[src/fpl_consts.vh]
/*
  Constants for the fixed-point sign-load and load-multiple sequencer:
  register offsets, field positions, operation codes, condition codes and
  datapath presets.
  Assumes that it is included by its bare name from each design file that uses it.
*/
`ifndef FPL_CONSTS_VH
`define FPL_CONSTS_VH

// ----------------------------------------------------------------------
// Register byte offsets on the AXI4-Lite bus.
// ----------------------------------------------------------------------
`define FPL_OFF_CTRL     8'h00
`define FPL_OFF_ADDR     8'h04
`define FPL_OFF_STAT     8'h08
`define FPL_GPR_SEL      2'b01

// ----------------------------------------------------------------------
// Control word fields: operation code, first field, second or third field.
// ----------------------------------------------------------------------
`define FPL_CTRL_OP_HI   15
`define FPL_CTRL_OP_LO   8
`define FPL_CTRL_F1_HI   7
`define FPL_CTRL_F1_LO   4
`define FPL_CTRL_F2_HI   3
`define FPL_CTRL_F2_LO   0

// ----------------------------------------------------------------------
// Status word bit positions.
// ----------------------------------------------------------------------
`define FPL_STAT_BUSY    0
`define FPL_STAT_CC_LO   1
`define FPL_STAT_CC_HI   2
`define FPL_STAT_ZERO    3
`define FPL_STAT_OVF     4
`define FPL_STAT_SPEC    5

// ----------------------------------------------------------------------
// Operation codes.
// ----------------------------------------------------------------------
`define FPL_OP_LOAD_COMPL  8'h13
`define FPL_OP_LOAD_ABS    8'h10
`define FPL_OP_LOAD_NEGMAG 8'h11
`define FPL_OP_LOAD_MULTI  8'h98

// ----------------------------------------------------------------------
// Condition code values.
// ----------------------------------------------------------------------
`define FPL_CC_ZERO      2'h0
`define FPL_CC_NEG       2'h1
`define FPL_CC_POS       2'h2
`define FPL_CC_OVF       2'h3

// ----------------------------------------------------------------------
// Datapath constants.
// ----------------------------------------------------------------------
`define FPL_F_PRESET     8'hc0
`define FPL_DW_STEP      24'h000008
`define FPL_WSEL_BIT     2
`define FPL_MOST_NEG     32'h80000000
`define FPL_RESP_OKAY    2'h0
`define FPL_RESP_SLVERR  2'h2

`endif

[src/fpl_twos_comp.v]
/*
  Two's complement unit of the sign-load datapath.
  Assumes nothing; purely combinational.
*/
`timescale 1ns/1ps
`include "fpl_consts.vh"

module fpl_twos_comp (
  input  wire [31:0] operand,
  output wire [31:0] negated,
  output wire        negZero,
  output wire        negOverflow
);

  // --------------------------------------------------------------------
  // Negation and result tests
  // --------------------------------------------------------------------
  // Inverts and adds one; the most negative value maps onto itself.
  assign negated     = (~operand) + 32'h00000001;
  assign negZero     = (negated == 32'h00000000);
  assign negOverflow = (operand == `FPL_MOST_NEG);

endmodule // fpl_twos_comp

[src/fpl_word_pick.v]
/*
  Word selector for a fetched doubleword.
  Assumes the left word sits in the upper half of the 64-bit bus.
*/
`timescale 1ns/1ps

module fpl_word_pick (
  input  wire [63:0] dword,
  input  wire        pickRight,
  output wire [31:0] word
);

  // --------------------------------------------------------------------
  // Selection
  // --------------------------------------------------------------------
  // Low select gives the left word, high select the right word.
  assign word = pickRight ? dword[31:0] : dword[63:32];

endmodule // fpl_word_pick

[src/fpl_exec.v]
/*
  Sequencer for load complement, load positive, load negative and load
  multiple, with a 16-word local store and an AXI4-Lite register slave.
  Assumes the storage unit runs on sys_clk, answers each one-cycle request
  with one stDataValid pulse carrying the doubleword, in request order.
*/
// Operation
// - Complement writes negated operand to first field
// - Complement sets zero and overflow flags
// - Negating most negative value signals overflow
// - Complement code: overflow 3, zero 0, sign
// - Positive loads absolute value, tests zero, overflow
// - Positive writes operand, rewrites negated if negative
// - Positive code: overflow 3, zero 0, else 2
// - Negative loads negative magnitude, tests zero
// - Negative writes operand, rewrites negated if positive
// - Negative code: zero 0, else 1; never overflow
// - Multiple loads ascending registers, wrapping fifteen to zero
// - Alignment check first; failure suppresses whole operation
// - Equal fields: load one word chosen by address bit
// - Unequal: add eight, decrement third, compare, branch
// - Left start, match: both words, no request
// - Right start, match: request, right, then left
// - Right start, differ: right word, add four
// - Loop loads words, requests next, exits near end
// - First field increments for each further word
// - Four formed by preset, clear, nibble swap
// - End only after third-field register written
`timescale 1ns/1ps
`include "fpl_consts.vh"

module fpl_exec (
  input  wire        sys_clk,
  input  wire        nrst,
  input  wire [7:0]  s_axil_awaddr,
  input  wire        s_axil_awvalid,
  output reg         s_axil_awready,
  input  wire [31:0] s_axil_wdata,
  input  wire [3:0]  s_axil_wstrb,
  input  wire        s_axil_wvalid,
  output reg         s_axil_wready,
  output reg  [1:0]  s_axil_bresp,
  output reg         s_axil_bvalid,
  input  wire        s_axil_bready,
  input  wire [7:0]  s_axil_araddr,
  input  wire        s_axil_arvalid,
  output reg         s_axil_arready,
  output reg  [31:0] s_axil_rdata,
  output reg  [1:0]  s_axil_rresp,
  output reg         s_axil_rvalid,
  input  wire        s_axil_rready,
  output reg         stReq,
  output reg  [23:0] stAddr,
  input  wire        stDataValid,
  input  wire [63:0] storageDataOutBus
);

  // --------------------------------------------------------------------
  // States
  // --------------------------------------------------------------------
  localparam [10:0] S_IDLE   = 11'h001;
  localparam [10:0] S_SIGN1  = 11'h002;
  localparam [10:0] S_SIGN2  = 11'h004;
  localparam [10:0] S_FETCH0 = 11'h008;
  localparam [10:0] S_CMP1   = 11'h010;
  localparam [10:0] S_BRANCH = 11'h020;
  localparam [10:0] S_ALIGN  = 11'h040;
  localparam [10:0] S_WAIT   = 11'h080;
  localparam [10:0] S_LEFT   = 11'h100;
  localparam [10:0] S_RIGHT  = 11'h200;
  localparam [10:0] S_ENDOP  = 11'h400;

  // --------------------------------------------------------------------
  // Declarations
  // --------------------------------------------------------------------
  reg  [10:0] state;
  reg  [7:0]  opCode;
  reg  [3:0]  firstRegField;
  reg  [3:0]  thirdRegField;
  reg  [3:0]  thirdWork;
  reg  [23:0] opAddr;
  reg  [7:0]  workF;
  reg  [63:0] dwordBuf;
  reg  [31:0] tOperand;
  reg         zeroFlag;
  reg         ovfFlag;
  reg  [1:0]  condCode;
  reg         specIntr;
  reg         busy;
  reg  [31:0] localStore [0:15];
  reg         awHeld;
  reg         wHeld;
  reg  [7:0]  awAddrQ;
  reg  [31:0] wDataQ;
  reg  [3:0]  wStrbQ;
  reg         seqWe;
  reg  [3:0]  seqWa;
  reg  [31:0] seqWd;
  reg         pickRight;
  reg  [31:0] rdMux;
  reg         rdHit;
  wire [31:0] negVal;
  wire        negZero;
  wire        negOvf;
  wire [31:0] pickedWord;
  wire        doWrite;
  wire        wrHit;
  wire        wrGpr;
  wire        startReq;
  wire [7:0]  startOp;
  wire [3:0]  fieldsLeft;
  wire [31:0] statusWord;
  wire [31:0] addrMerged;

  // Merges a bus write into an old word under the byte strobes.
  function [31:0] fplMerge;
    input [31:0] oldV;
    input [31:0] newV;
    input [3:0]  strb;
    begin
      fplMerge = {strb[3] ? newV[31:24] : oldV[31:24],
                  strb[2] ? newV[23:16] : oldV[23:16],
                  strb[1] ? newV[15:8]  : oldV[15:8],
                  strb[0] ? newV[7:0]   : oldV[7:0]};
    end
  endfunction

  // --------------------------------------------------------------------
  // Datapath units
  // --------------------------------------------------------------------
  fpl_twos_comp uNeg (
    .operand     (tOperand),
    .negated     (negVal),
    .negZero     (negZero),
    .negOverflow (negOvf)
  );

  fpl_word_pick uPick (
    .dword     (dwordBuf),
    .pickRight (pickRight),
    .word      (pickedWord)
  );

  // Bus write decode.
  assign doWrite    = awHeld && wHeld && !s_axil_bvalid;
  assign wrGpr      = (awAddrQ[7:6] == `FPL_GPR_SEL);
  assign wrHit      = (awAddrQ == `FPL_OFF_CTRL) || (awAddrQ == `FPL_OFF_ADDR) ||
                      (awAddrQ == `FPL_OFF_STAT) || wrGpr;
  assign startReq   = doWrite && (awAddrQ == `FPL_OFF_CTRL) && !busy;
  assign startOp    = wDataQ[`FPL_CTRL_OP_HI:`FPL_CTRL_OP_LO];
  assign fieldsLeft = thirdRegField - firstRegField;
  assign addrMerged = fplMerge({8'h00, opAddr}, wDataQ, wStrbQ);
  assign statusWord = {26'h0000000, specIntr, ovfFlag, zeroFlag, condCode, busy};

  // --------------------------------------------------------------------
  // Local store write port and word selection
  // --------------------------------------------------------------------
  // Chooses what the sequencer writes into the local store this cycle.
  always @* begin
    seqWe     = 1'b0;
    seqWa     = firstRegField;
    seqWd     = tOperand;
    pickRight = opAddr[`FPL_WSEL_BIT];
    case (state)
      S_SIGN1: begin
        seqWe = 1'b1;
        seqWd = (opCode == `FPL_OP_LOAD_COMPL) ? negVal : tOperand;
      end
      S_SIGN2: begin
        seqWe = 1'b1;
        seqWd = negVal;
      end
      S_CMP1: begin
        seqWe = (firstRegField == thirdRegField);
        seqWd = pickedWord;
      end
      S_LEFT: begin
        seqWe     = 1'b1;
        pickRight = 1'b0;
        seqWd     = pickedWord;
      end
      S_RIGHT, S_ALIGN: begin
        seqWe     = 1'b1;
        pickRight = 1'b1;
        seqWd     = pickedWord;
      end
      default: begin
        seqWe = 1'b0;
      end
    endcase
  end

  // Local store flip-flops; the sequencer owns them while busy.
  always @(posedge sys_clk) begin
    if (seqWe) begin
      localStore[seqWa] <= seqWd;
    end else if (doWrite && wrGpr && !busy) begin
      localStore[awAddrQ[5:2]] <= fplMerge(localStore[awAddrQ[5:2]], wDataQ, wStrbQ);
    end
  end

  // --------------------------------------------------------------------
  // Sequencer
  // --------------------------------------------------------------------
  // Steps every operation and holds flags, code and operand address.
  always @(posedge sys_clk) begin
    if (!nrst) begin
      state         <= S_IDLE;
      opCode        <= 8'h00;
      firstRegField <= 4'h0;
      thirdRegField <= 4'h0;
      thirdWork     <= 4'h0;
      opAddr        <= 24'h000000;
      workF         <= 8'h00;
      dwordBuf      <= 64'h0000000000000000;
      tOperand      <= 32'h00000000;
      zeroFlag      <= 1'b0;
      ovfFlag       <= 1'b0;
      condCode      <= `FPL_CC_ZERO;
      specIntr      <= 1'b0;
      busy          <= 1'b0;
      stReq         <= 1'b0;
      stAddr        <= 24'h000000;
    end else begin
      stReq <= 1'b0;
      // The interruption flag is cleared by writing one; a new check wins.
      if (doWrite && (awAddrQ == `FPL_OFF_STAT) && wStrbQ[0] && wDataQ[`FPL_STAT_SPEC]) begin
        specIntr <= 1'b0;
      end
      if (doWrite && (awAddrQ == `FPL_OFF_ADDR) && !busy) begin
        opAddr <= addrMerged[23:0];
      end
      case (state)
        S_IDLE: begin
          if (startReq) begin
            opCode        <= startOp;
            firstRegField <= wDataQ[`FPL_CTRL_F1_HI:`FPL_CTRL_F1_LO];
            thirdRegField <= wDataQ[`FPL_CTRL_F2_HI:`FPL_CTRL_F2_LO];
            tOperand      <= localStore[wDataQ[`FPL_CTRL_F2_HI:`FPL_CTRL_F2_LO]];
            workF         <= `FPL_F_PRESET;
            if (startOp == `FPL_OP_LOAD_MULTI) begin
              busy <= 1'b1;
              if (opAddr[1:0] != 2'h0) begin
                specIntr <= 1'b1;
                state    <= S_ENDOP;
              end else begin
                stReq  <= 1'b1;
                stAddr <= {opAddr[23:3], 3'h0};
                state  <= S_FETCH0;
              end
            end else if ((startOp == `FPL_OP_LOAD_COMPL) || (startOp == `FPL_OP_LOAD_ABS) ||
                         (startOp == `FPL_OP_LOAD_NEGMAG)) begin
              busy  <= 1'b1;
              state <= S_SIGN1;
            end
          end
        end
        S_SIGN1: begin
          zeroFlag <= negZero;
          ovfFlag  <= (opCode == `FPL_OP_LOAD_COMPL) ? negOvf : 1'b0;
          if ((opCode == `FPL_OP_LOAD_ABS) && tOperand[31]) begin
            state <= S_SIGN2;
          end else if ((opCode == `FPL_OP_LOAD_NEGMAG) && !tOperand[31]) begin
            state <= S_SIGN2;
          end else begin
            state <= S_ENDOP;
          end
        end
        S_SIGN2: begin
          ovfFlag <= (opCode == `FPL_OP_LOAD_ABS) ? negOvf : 1'b0;
          state   <= S_ENDOP;
        end
        S_FETCH0: begin
          if (stDataValid) begin
            dwordBuf <= storageDataOutBus;
            state    <= S_CMP1;
          end
        end
        S_CMP1: begin
          if (firstRegField == thirdRegField) begin
            state <= S_ENDOP;
          end else begin
            opAddr    <= opAddr + `FPL_DW_STEP;
            thirdWork <= thirdRegField - 4'h1;
            workF     <= {1'b0, workF[6:0]};
            state     <= S_BRANCH;
          end
        end
        S_BRANCH: begin
          if (!opAddr[`FPL_WSEL_BIT] && (firstRegField == thirdWork)) begin
            state <= S_LEFT;
          end else if (!opAddr[`FPL_WSEL_BIT]) begin
            stReq  <= 1'b1;
            stAddr <= {opAddr[23:3], 3'h0};
            opAddr <= opAddr + `FPL_DW_STEP;
            state  <= S_LEFT;
          end else if (firstRegField == thirdWork) begin
            stReq  <= 1'b1;
            stAddr <= {opAddr[23:3], 3'h0};
            state  <= S_RIGHT;
          end else begin
            stReq  <= 1'b1;
            stAddr <= {opAddr[23:3], 3'h0};
            workF  <= {workF[3:0], workF[7:4]};
            state  <= S_ALIGN;
          end
        end
        S_ALIGN: begin
          firstRegField <= firstRegField + 4'h1;
          opAddr        <= opAddr + {20'h00000, workF[3:0]};
          state         <= S_WAIT;
        end
        S_WAIT: begin
          if (stDataValid) begin
            dwordBuf <= storageDataOutBus;
            if (fieldsLeft >= 4'h2) begin
              stReq  <= 1'b1;
              stAddr <= {opAddr[23:3], 3'h0};
              opAddr <= opAddr + `FPL_DW_STEP;
            end
            state <= S_LEFT;
          end
        end
        S_LEFT: begin
          if (firstRegField == thirdRegField) begin
            state <= S_ENDOP;
          end else begin
            firstRegField <= firstRegField + 4'h1;
            state         <= S_RIGHT;
          end
        end
        S_RIGHT: begin
          if (firstRegField == thirdRegField) begin
            state <= S_ENDOP;
          end else begin
            firstRegField <= firstRegField + 4'h1;
            state         <= S_WAIT;
          end
        end
        S_ENDOP: begin
          busy  <= 1'b0;
          state <= S_IDLE;
          if (opCode == `FPL_OP_LOAD_COMPL) begin
            condCode <= ovfFlag ? `FPL_CC_OVF : zeroFlag ? `FPL_CC_ZERO :
                        negVal[31] ? `FPL_CC_NEG : `FPL_CC_POS;
          end else if (opCode == `FPL_OP_LOAD_ABS) begin
            condCode <= ovfFlag ? `FPL_CC_OVF : zeroFlag ? `FPL_CC_ZERO : `FPL_CC_POS;
          end else if (opCode == `FPL_OP_LOAD_NEGMAG) begin
            condCode <= zeroFlag ? `FPL_CC_ZERO : `FPL_CC_NEG;
          end
        end
        default: begin
          state <= S_IDLE;
        end
      endcase
    end
  end

  // --------------------------------------------------------------------
  // AXI4-Lite read decode
  // --------------------------------------------------------------------
  // Picks the read word; unmapped addresses answer with an error.
  always @* begin
    rdMux = 32'h00000000;
    rdHit = 1'b1;
    if (s_axil_araddr == `FPL_OFF_CTRL) begin
      rdMux = {16'h0000, opCode, firstRegField, thirdRegField};
    end else if (s_axil_araddr == `FPL_OFF_ADDR) begin
      rdMux = {8'h00, opAddr};
    end else if (s_axil_araddr == `FPL_OFF_STAT) begin
      rdMux = statusWord;
    end else if (s_axil_araddr[7:6] == `FPL_GPR_SEL) begin
      rdMux = localStore[s_axil_araddr[5:2]];
    end else begin
      rdHit = 1'b0;
    end
  end

  // --------------------------------------------------------------------
  // AXI4-Lite handshakes
  // --------------------------------------------------------------------
  // Takes address and data in either order, answers once both are held.
  always @(posedge sys_clk) begin
    if (!nrst) begin
      s_axil_awready <= 1'b0;
      s_axil_wready  <= 1'b0;
      s_axil_bvalid  <= 1'b0;
      s_axil_bresp   <= `FPL_RESP_OKAY;
      s_axil_arready <= 1'b0;
      s_axil_rvalid  <= 1'b0;
      s_axil_rresp   <= `FPL_RESP_OKAY;
      s_axil_rdata   <= 32'h00000000;
      awHeld         <= 1'b0;
      wHeld          <= 1'b0;
      awAddrQ        <= 8'h00;
      wDataQ         <= 32'h00000000;
      wStrbQ         <= 4'h0;
    end else begin
      if (s_axil_awready && s_axil_awvalid) begin
        s_axil_awready <= 1'b0;
        awHeld         <= 1'b1;
        awAddrQ        <= {s_axil_awaddr[7:2], 2'h0};
      end else if (!awHeld && !s_axil_bvalid) begin
        s_axil_awready <= 1'b1;
      end
      if (s_axil_wready && s_axil_wvalid) begin
        s_axil_wready <= 1'b0;
        wHeld         <= 1'b1;
        wDataQ        <= s_axil_wdata;
        wStrbQ        <= s_axil_wstrb;
      end else if (!wHeld && !s_axil_bvalid) begin
        s_axil_wready <= 1'b1;
      end
      if (doWrite) begin
        awHeld        <= 1'b0;
        wHeld         <= 1'b0;
        s_axil_bvalid <= 1'b1;
        s_axil_bresp  <= wrHit ? `FPL_RESP_OKAY : `FPL_RESP_SLVERR;
      end else if (s_axil_bvalid && s_axil_bready) begin
        s_axil_bvalid <= 1'b0;
      end
      if (s_axil_arready && s_axil_arvalid) begin
        s_axil_arready <= 1'b0;
        s_axil_rvalid  <= 1'b1;
        s_axil_rdata   <= rdMux;
        s_axil_rresp   <= rdHit ? `FPL_RESP_OKAY : `FPL_RESP_SLVERR;
      end else if (s_axil_rvalid && s_axil_rready) begin
        s_axil_rvalid <= 1'b0;
      end else if (!s_axil_rvalid) begin
        s_axil_arready <= 1'b1;
      end
    end
  end

endmodule // fpl_exec

[config.mk]
export PLATFORM = sky130hd
export DESIGN_NAME = fpl_exec
export DESIGN_NICKNAME = d
export VERILOG_FILES = /design/src/fpl_twos_comp.v /design/src/fpl_word_pick.v /design/src/fpl_exec.v
export VERILOG_INCLUDE_DIRS = /design/src /design/src/src
export SDC_FILE = /design/constraint.sdc
export NUM_CORES = 2
export LEC_CHECK = 0
export BUFFER_PORTS_ARGS = -buffer_cell sky130_fd_sc_hd__buf_4
export CORE_ASPECT_RATIO = 1.5
export CORE_MARGIN = 2
export CORE_UTILIZATION = 55
export CTS_CLUSTER_DIAMETER = 50
export CTS_CLUSTER_SIZE = 12
export DETAILED_ROUTE_END_ITERATION = 8
export PLACE_DENSITY_LB_ADDON = 0.08
export RECOVER_POWER = 25
export SYNTH_ARGS = -nofsm -noshare
export SYNTH_HDL_FRONTEND = slang
export SYNTH_SLANG_ARGS = --single-unit
export TNS_END_PERCENT = 5
[constraint.sdc]
create_clock -name sys_clk -period 4.4 [get_ports sys_clk]
set_input_delay 0.44 -clock sys_clk [delete_from_list [all_inputs] [get_ports sys_clk]]
set_output_delay 0.44 -clock sys_clk [all_outputs]
set_load 0.05 [all_outputs]
Word level (Yosys, flattened, before mapping)
Memory sizes are Yosys's and may differ from the RTL's. A register that Yosys moved wholly into a read port is not among the register bits.
Index checks and enable logic that the tools add are counted.
- word-level logic and storage cells: 257
- output and inout port bits: 66
- register bits after elaboration: 243
- bits in writable memories: 512
- input port bits: 124
- memories: 1
- memory list (name ; depth ; width ; rd ports ; clocked after Yosys merged registers in ; write ports ; line ; text):
    localStore ; 16 ; 32 ; 2 ; 1 ; 1 ; fpl_exec.v:90 ; reg [31:0] localStore [0:15];
- bitwise operators: 6
- order comparisons: 1
- muxes and demuxes: 100
- eq/ne operators: 43
- add/sub/neg operators: 6
- reductions and logical operators: 71
- operators with widths (kind ; number):
    $mux 24 ; 12
    $mux 32 ; 7
    $mux 11 ; 11
    $pmux 11 s10 ; 1
    $mux 8 ; 12
    $pmux 24 s4 ; 1
    $pmux 32 s3 ; 1
    $pmux 24 s3 ; 1
    $eq 8x5->1 const B ; 6
    $add 32x1->32 const B ; 1
    $eq 32x32->1 const B ; 1
    $logic_not 32->1 ; 1
    $not 32->32 ; 1
    $reduce_or 32->1 ; 1
    $mux 1 ; 30
    $mux 10 ; 3
    $add 24x4->24 ; 1
    $add 24x4->24 const B ; 1
    $pmux 8 s3 ; 1
    $ne 2x2->1 const B ; 11
    $logic_and 1x1->1 ; 21
    $mux 2 ; 10
    $reduce_and 2->1 ; 9
    $logic_not 8->1 ; 2
    40 further kinds ; 81

Longest topological paths before layout
- depth in word-level cells: 10
- mapped depth: 12
- gate-level depth less buffers: 11

By module
From an unflattened synthesis, not the netlist that was laid out.
- cell total of the unflattened synthesis: 2857
- area total of the unflattened synthesis: 37875.1 µm²
- modules (own cells, without submodules) (module ; area an instance (µm²) ; seq. area each (µm²) ; instances ; cells each):
    fpl_exec ; 36160.9 ; 20779.9 ; 1 ; 2656
    fpl_twos_comp ; 1169.9 ; 0.0 ; 1 ; 165
    fpl_word_pick ; 544.3 ; 0.0 ; 1 ; 36

Worst setup path before layout
No wires, ideal clock.
- path type: flip-flop to flip-flop
- start: register s_axil_bvalid
- end: memory localStore[0][27], data pin
- arrival time: 3.125 ns
- setup time: 0.302 ns
- data required time: 4.098 ns
- path slack: 0.972 ns
- cell stages (with the launch flop): 9
- clock period less this slack: 3.428 ns
- path buffers: 2
- path through: dfxtp_1 nand4bb_1 nor3b_1 o41ai_1 nor4_1 clkbuf_1 clkbuf_1 a21oi_1 a31oi_1
- longest elaborated chain between the ends: 10
- elaborated cells on any way between the ends: 13
- classes of those cells: 4 x mux; 9 x reduce/logical
- RTL lines (what ; line ; text):
    start, declared ; fpl_exec.v:43 ; output reg s_axil_bvalid,
    start signal, assigned ; fpl_exec.v:387 ; s_axil_bvalid <= 1'b0;
    start signal, assigned ; fpl_exec.v:417 ; s_axil_bvalid <= 1'b1;
    start signal, assigned ; fpl_exec.v:420 ; s_axil_bvalid <= 1'b0;
    $logic_not 1->1 * ; fpl_exec.v:145 ; assign doWrite = awHeld && wHeld && !s_axil_bvalid;
    $logic_and 1x1->1 * ; fpl_exec.v:145 ;
    $logic_and 1x1->1 * (2 in a row) ; fpl_exec.v:197 ; end else if (doWrite && wrGpr && !busy) begin
    $mux 1 * ; fpl_exec.v:197 ;
    $mux 1 * ; fpl_exec.v:195 ; if (seqWe) begin
    $mux 1 (implied by the code) * ; fpl_exec.v:198 ; localStore[awAddrQ[5:2]] <= fplMerge(localStore[awAddrQ[5:2]], wDataQ, wStrbQ);
    $reduce_and 2->1 (no source line) ; n/a ;
    $reduce_or 32->1 (no source line) * ; n/a ;
    $mux 32 (no source line) * ; n/a ;
    end, declared ; fpl_exec.v:90 ;
Every way passes the cells marked *; elsewhere a longest branch is shown, timed or not.

Worst setup path after layout
- start: register state[5]
- end: memory localStore[7][12], enable pin
- longest elaborated chain between the ends: 8
- elaborated cells on any way between the ends: 19
- classes of those cells: 6 x eq/ne; 7 x mux; 6 x reduce/logical
- RTL lines (what ; line ; text):
    start, declared ; fpl_exec.v:76 ; reg [10:0] state;
    start signal, assigned ; fpl_exec.v:208 ; state <= S_IDLE;
    start signal, assigned ; fpl_exec.v:245 ; state <= S_ENDOP;
    start signal, assigned ; fpl_exec.v:249 ; state <= S_FETCH0;
    $eq 11x10->1, or another cell as far along ; fpl_exec.v:164 ; case (state)
    $reduce_or 5->1 (no source line) ; n/a ;
    $pmux 1 s2 * ; fpl_exec.v:164 ;
    $mux 1 ; fpl_exec.v:195 ;
    $mux 1 (implied by the code) ; fpl_exec.v:198 ;
    $reduce_and 2->1 (no source line) ; n/a ;
    $reduce_or 32->1 (no source line) ; n/a ;
    $mux 4 (no source line) ; n/a ;
Marked as above.

==> metrics.csv <==
stage,metric,value,unit
synth,synth_top_area_share,41.0,%
floorplan,placementRows,117,
clock_network,clk_path_buf_depth,3,
critical_path,critPathMaxStageDelay,1.05,ns
route,num_vias,26772,
placed_design,place_congestion,1.01,
synth,synth_area,37500,um^2
global_routing,grt_pass1_wl,176000,um
floorplan,boundaryPins,190,
route,wl_per_cell,30.1,um
clock_network,cts_hold_buf,0,
timing,tns,0,ns
synth,synth.most_common_cell,edfxtp_1,
clock_network,cts_resized,0,
clock_network,cts_setup_buffers,0,
timing,rsz0062_at_grt,false,
critical_path,worstPathRequired,4.65,ns
power,power.density,361,nW/um^2
synth,synth_edf_count,512,
run_status,violations,"capacitance limit, slew limit",
synth,ys_ff_latch,782,
min_path,hold_path.class,input port to register,
timing,timing.final.hold_violations,0,
power,p_seq_share,51.6,%
cells_and_area,nets,3208,
floorplan,die_w,217,um
synth,ys_seq_area_share,55.5,%
critical_path,cp_max_fo,31,
synth,synth_area_per_cell,13.0,um^2
critical_path,arrival,4.30,ns
cells_and_area,finalNonFillerCells,4008,
timing,slew_headroom,-47.3,%
global_routing,grt_max_degree,126,
critical_path,r2r_start,state[5],
floorplan,fp.dieH,324,um
synth,synth_top_cell_by_area,edfxtp_1,
synth,ys_warn_count,0,
synth,ys.flop_type,edfxtp_1,
global_routing,first_global_vias,26794,
clock_network,clock_latency,0.66,ns
synth,syn-instance-count,2887,
floorplan,die_area,70300,um^2
synth,synth_top_cells_by_area,"edfxtp_1 (41%), mux4_2 (19%), dfxtp_1 (14%)",
route,vias_per_cell,6.68,
timing,setup_violations,0,
critical_path,critPathSlowestCell,nor2_1,
route,first_pass_iters,9,
timing,worstMarginPinSlew,2.20,ns
power,p_comb_share,8.0,%
min_path,hp-start,storageDataOutBus[29],
cells_and_area,n_fill_cell,5257,
power,p_sw_share,23.9,%
clock_network,clock-sinks,782,
power,power_switching,0.00365,W
timing,setup_slack,0.347,ns
critical_path,crit_family,simple AND/OR/NAND/NOR gates,
power,intPower,0.0116,W
clock_network,cts_tree,yes,
placed_design,dp_hpwl,83900,um
cells_and_area,layout-drive-gt1-share,23.2,%
flow_run,drv_cap,4,
route,wirelength,120000,um
floorplan,fp.coreArea,67600,um^2
power,clkPwrFrac,40.4,%
global_routing,groute.usage.overall,34.6,%
timing,timing.fmax,247,MHz
critical_path,crit_chain,"or4b_2, or3_1, nor2_1, nor4_1, buf_12, nor3_1, a41oi_1, nor2_1",
timing,final-max-slew-violation-count,165,
route,first_iter_violations,2988,
critical_path,cpMostUsedCell,nor2_1,
power,p_leak,13.8,nW
power,vdd_drop_max,0.352,mV
cells_and_area,syn2layout_area_growth,12.9,%
global_routing,antenna_found_initial,0,
run_status,status,"complete, but fails checks",
synth,async_reset_ff_share,0,%
timing,fin_crit,4.05,ns
critical_path,cp-end-kind,register,
synth,synth_cell_types,81,
clock_network,cts_buffers,77,
placed_design,dpl.cell_count,3884,
placed_design,numPortBuffers,182,
clock_network,htreeDepth,3,
critical_path,path_buf_inv,1,
critical_path,path_class,register to register,
global_routing,gr-total-overflow,0,
route,drc,0,
critical_path,startpoint,state[5],
clock_network,root_buffer,clkbuf_16,
timing,timing.final.crit_share,92.1,%
floorplan,start_util,55.4,%
route,ant_nets,0,
synth,ys_top_cells_by_count,"edfxtp_1 (512), nand2_1 (406), mux4_2 (320)",
placed_design,pre_cts_slack,0.513,ns
critical_path,startpoint_type,register,
clock_network,path_clk_slew,0.06,ns
timing,finClkSkew,0.0280,ns
cells_and_area,final_core_util,62.5,%
==> cells in the final DEF, fill, tap and decap left out, types with 17 or more instances in the layout <==
| cell type | count |
|---|---|
| o21ai_0 | 90 |
| mux2_2 | 21 |
| nand4_1 | 17 |
| nand3_1 | 34 |
| mux2i_1 | 58 |
| xor2_1 | 17 |
| nor2_1 | 218 |
| clkbuf_16 | 77 |
| dfxtp_1 | 266 |
| nor4_1 | 28 |
| inv_1 | 27 |
| nand2_1 | 406 |
| buf_4 | 250 |
| a31oi_1 | 31 |
| clkbuf_1 | 98 |
| mux4_2 | 320 |
| a21oi_1 | 216 |
| a211oi_1 | 21 |
| nor3_1 | 52 |
| or3_1 | 21 |
| edfxtp_1 | 512 |
==> worst register-to-register path, stage by stage, from the launching register on <==
cell and delay [ns]:
dfxtp_1 0.39, or4b_2 0.75, or3_1 0.38, nor2_1 0.34
nor4_1 0.16, buf_12 0.19, nor3_1 0.21, a41oi_1 0.16
nor2_1 1.05
==> stage by stage <==
| step | total power, W | instance area (um^2) | hold WS (ns) |
|---|---|---|---|
| final | 0.0153 | 42300 | 0.0343 |
| after global routing | 0.0157 | 42300 | 0.0291 |
| after CTS | 0.0154 | 42600 | 0.00555 |
| after detailed placement | 0.00927 | 40400 | 0.446 |
| after global placement | 0.00925 | 40400 | 0.438 |
| after floorplan | 0.00877 | 37500 | 0.431 |
==> state kept, by name, indices dropped and copies added (netlist names), 2 cells and up <==
register,flops
thirdRegField,4
thirdWork,4
workF,8
opAddr,24
condCode,2
stAddr,21
wDataQ,32
s_axil_rdata,32
wStrbQ,4
localStore,512
opCode,8
state,11
dwordBuf,64
firstRegField,4
awAddrQ,6
tOperand,32
==> power by group through the flow <==
stage / Clock [W] / Combinational (W) / Sequential (W)
final: 0.00618 / 0.00122 / 0.00789
after global placement: 0 / 0.00122 / 0.00804
after global routing: 0.00651 / 0.00128 / 0.00788
after floorplan: 0 / 0.000738 / 0.00803
after detailed placement: 0 / 0.00123 / 0.00804
after CTS: 0.00627 / 0.00123 / 0.00788
==> routing by layer <==
metal  routed length [um]  vias up  track usage [%]  part of all wire, %
li1                     -    11584                -                    -
met1                43200    13600             42.4                   36
met2                60000     1297             58.2                   50
met3                 8890      291             5.00                  7.4
met4                 8330        0             21.5                  6.9
met5                    0        -                0                    0
==> path summary, 6_finish.rpt <==
kind | depth (start not counted) | endpoint | slack, ns
hold reg to reg | 2 | dwordBuf[7] | 0.45
setup / recovery | 8 | localStore[7][12] | 0.35
setup reg to reg | 8 | localStore[7][12] | 0.35
hold / removal | 3 | dwordBuf[29] | 0.03
==> kinds of logic after synthesis <==
kind of cell / count (synthesis) / synth area share [%]
multiplexers: 399 / 21.4
XOR/XNOR: 26 / 0.608
AO/OA/AOI/OAI: 526 / 8.77
other: 1 / 0.0100
adder cells (fa/ha/maj): 13 / 0.474
buffers and inverters: 259 / 2.69
AND/OR/NAND/NOR: 881 / 10.6
flip-flops: 782 / 55.5
==> cell type report <==
cell class,count,area [um^2],share of cell area [%]
Sequential cell,782,20800,49.1
Tap cell,892,1120,2.64
Clock inverter,13,135,0.319
Antenna cell,1,2.50,0.00592
Timing Repair Buffer,332,2320,5.50
Clock buffer,110,2100,4.97
Multi-Input combinational cell,1850,15700,37.2
Inverter,28,106,0.251
Note: power is estimated with default switching activity, not from simulation.
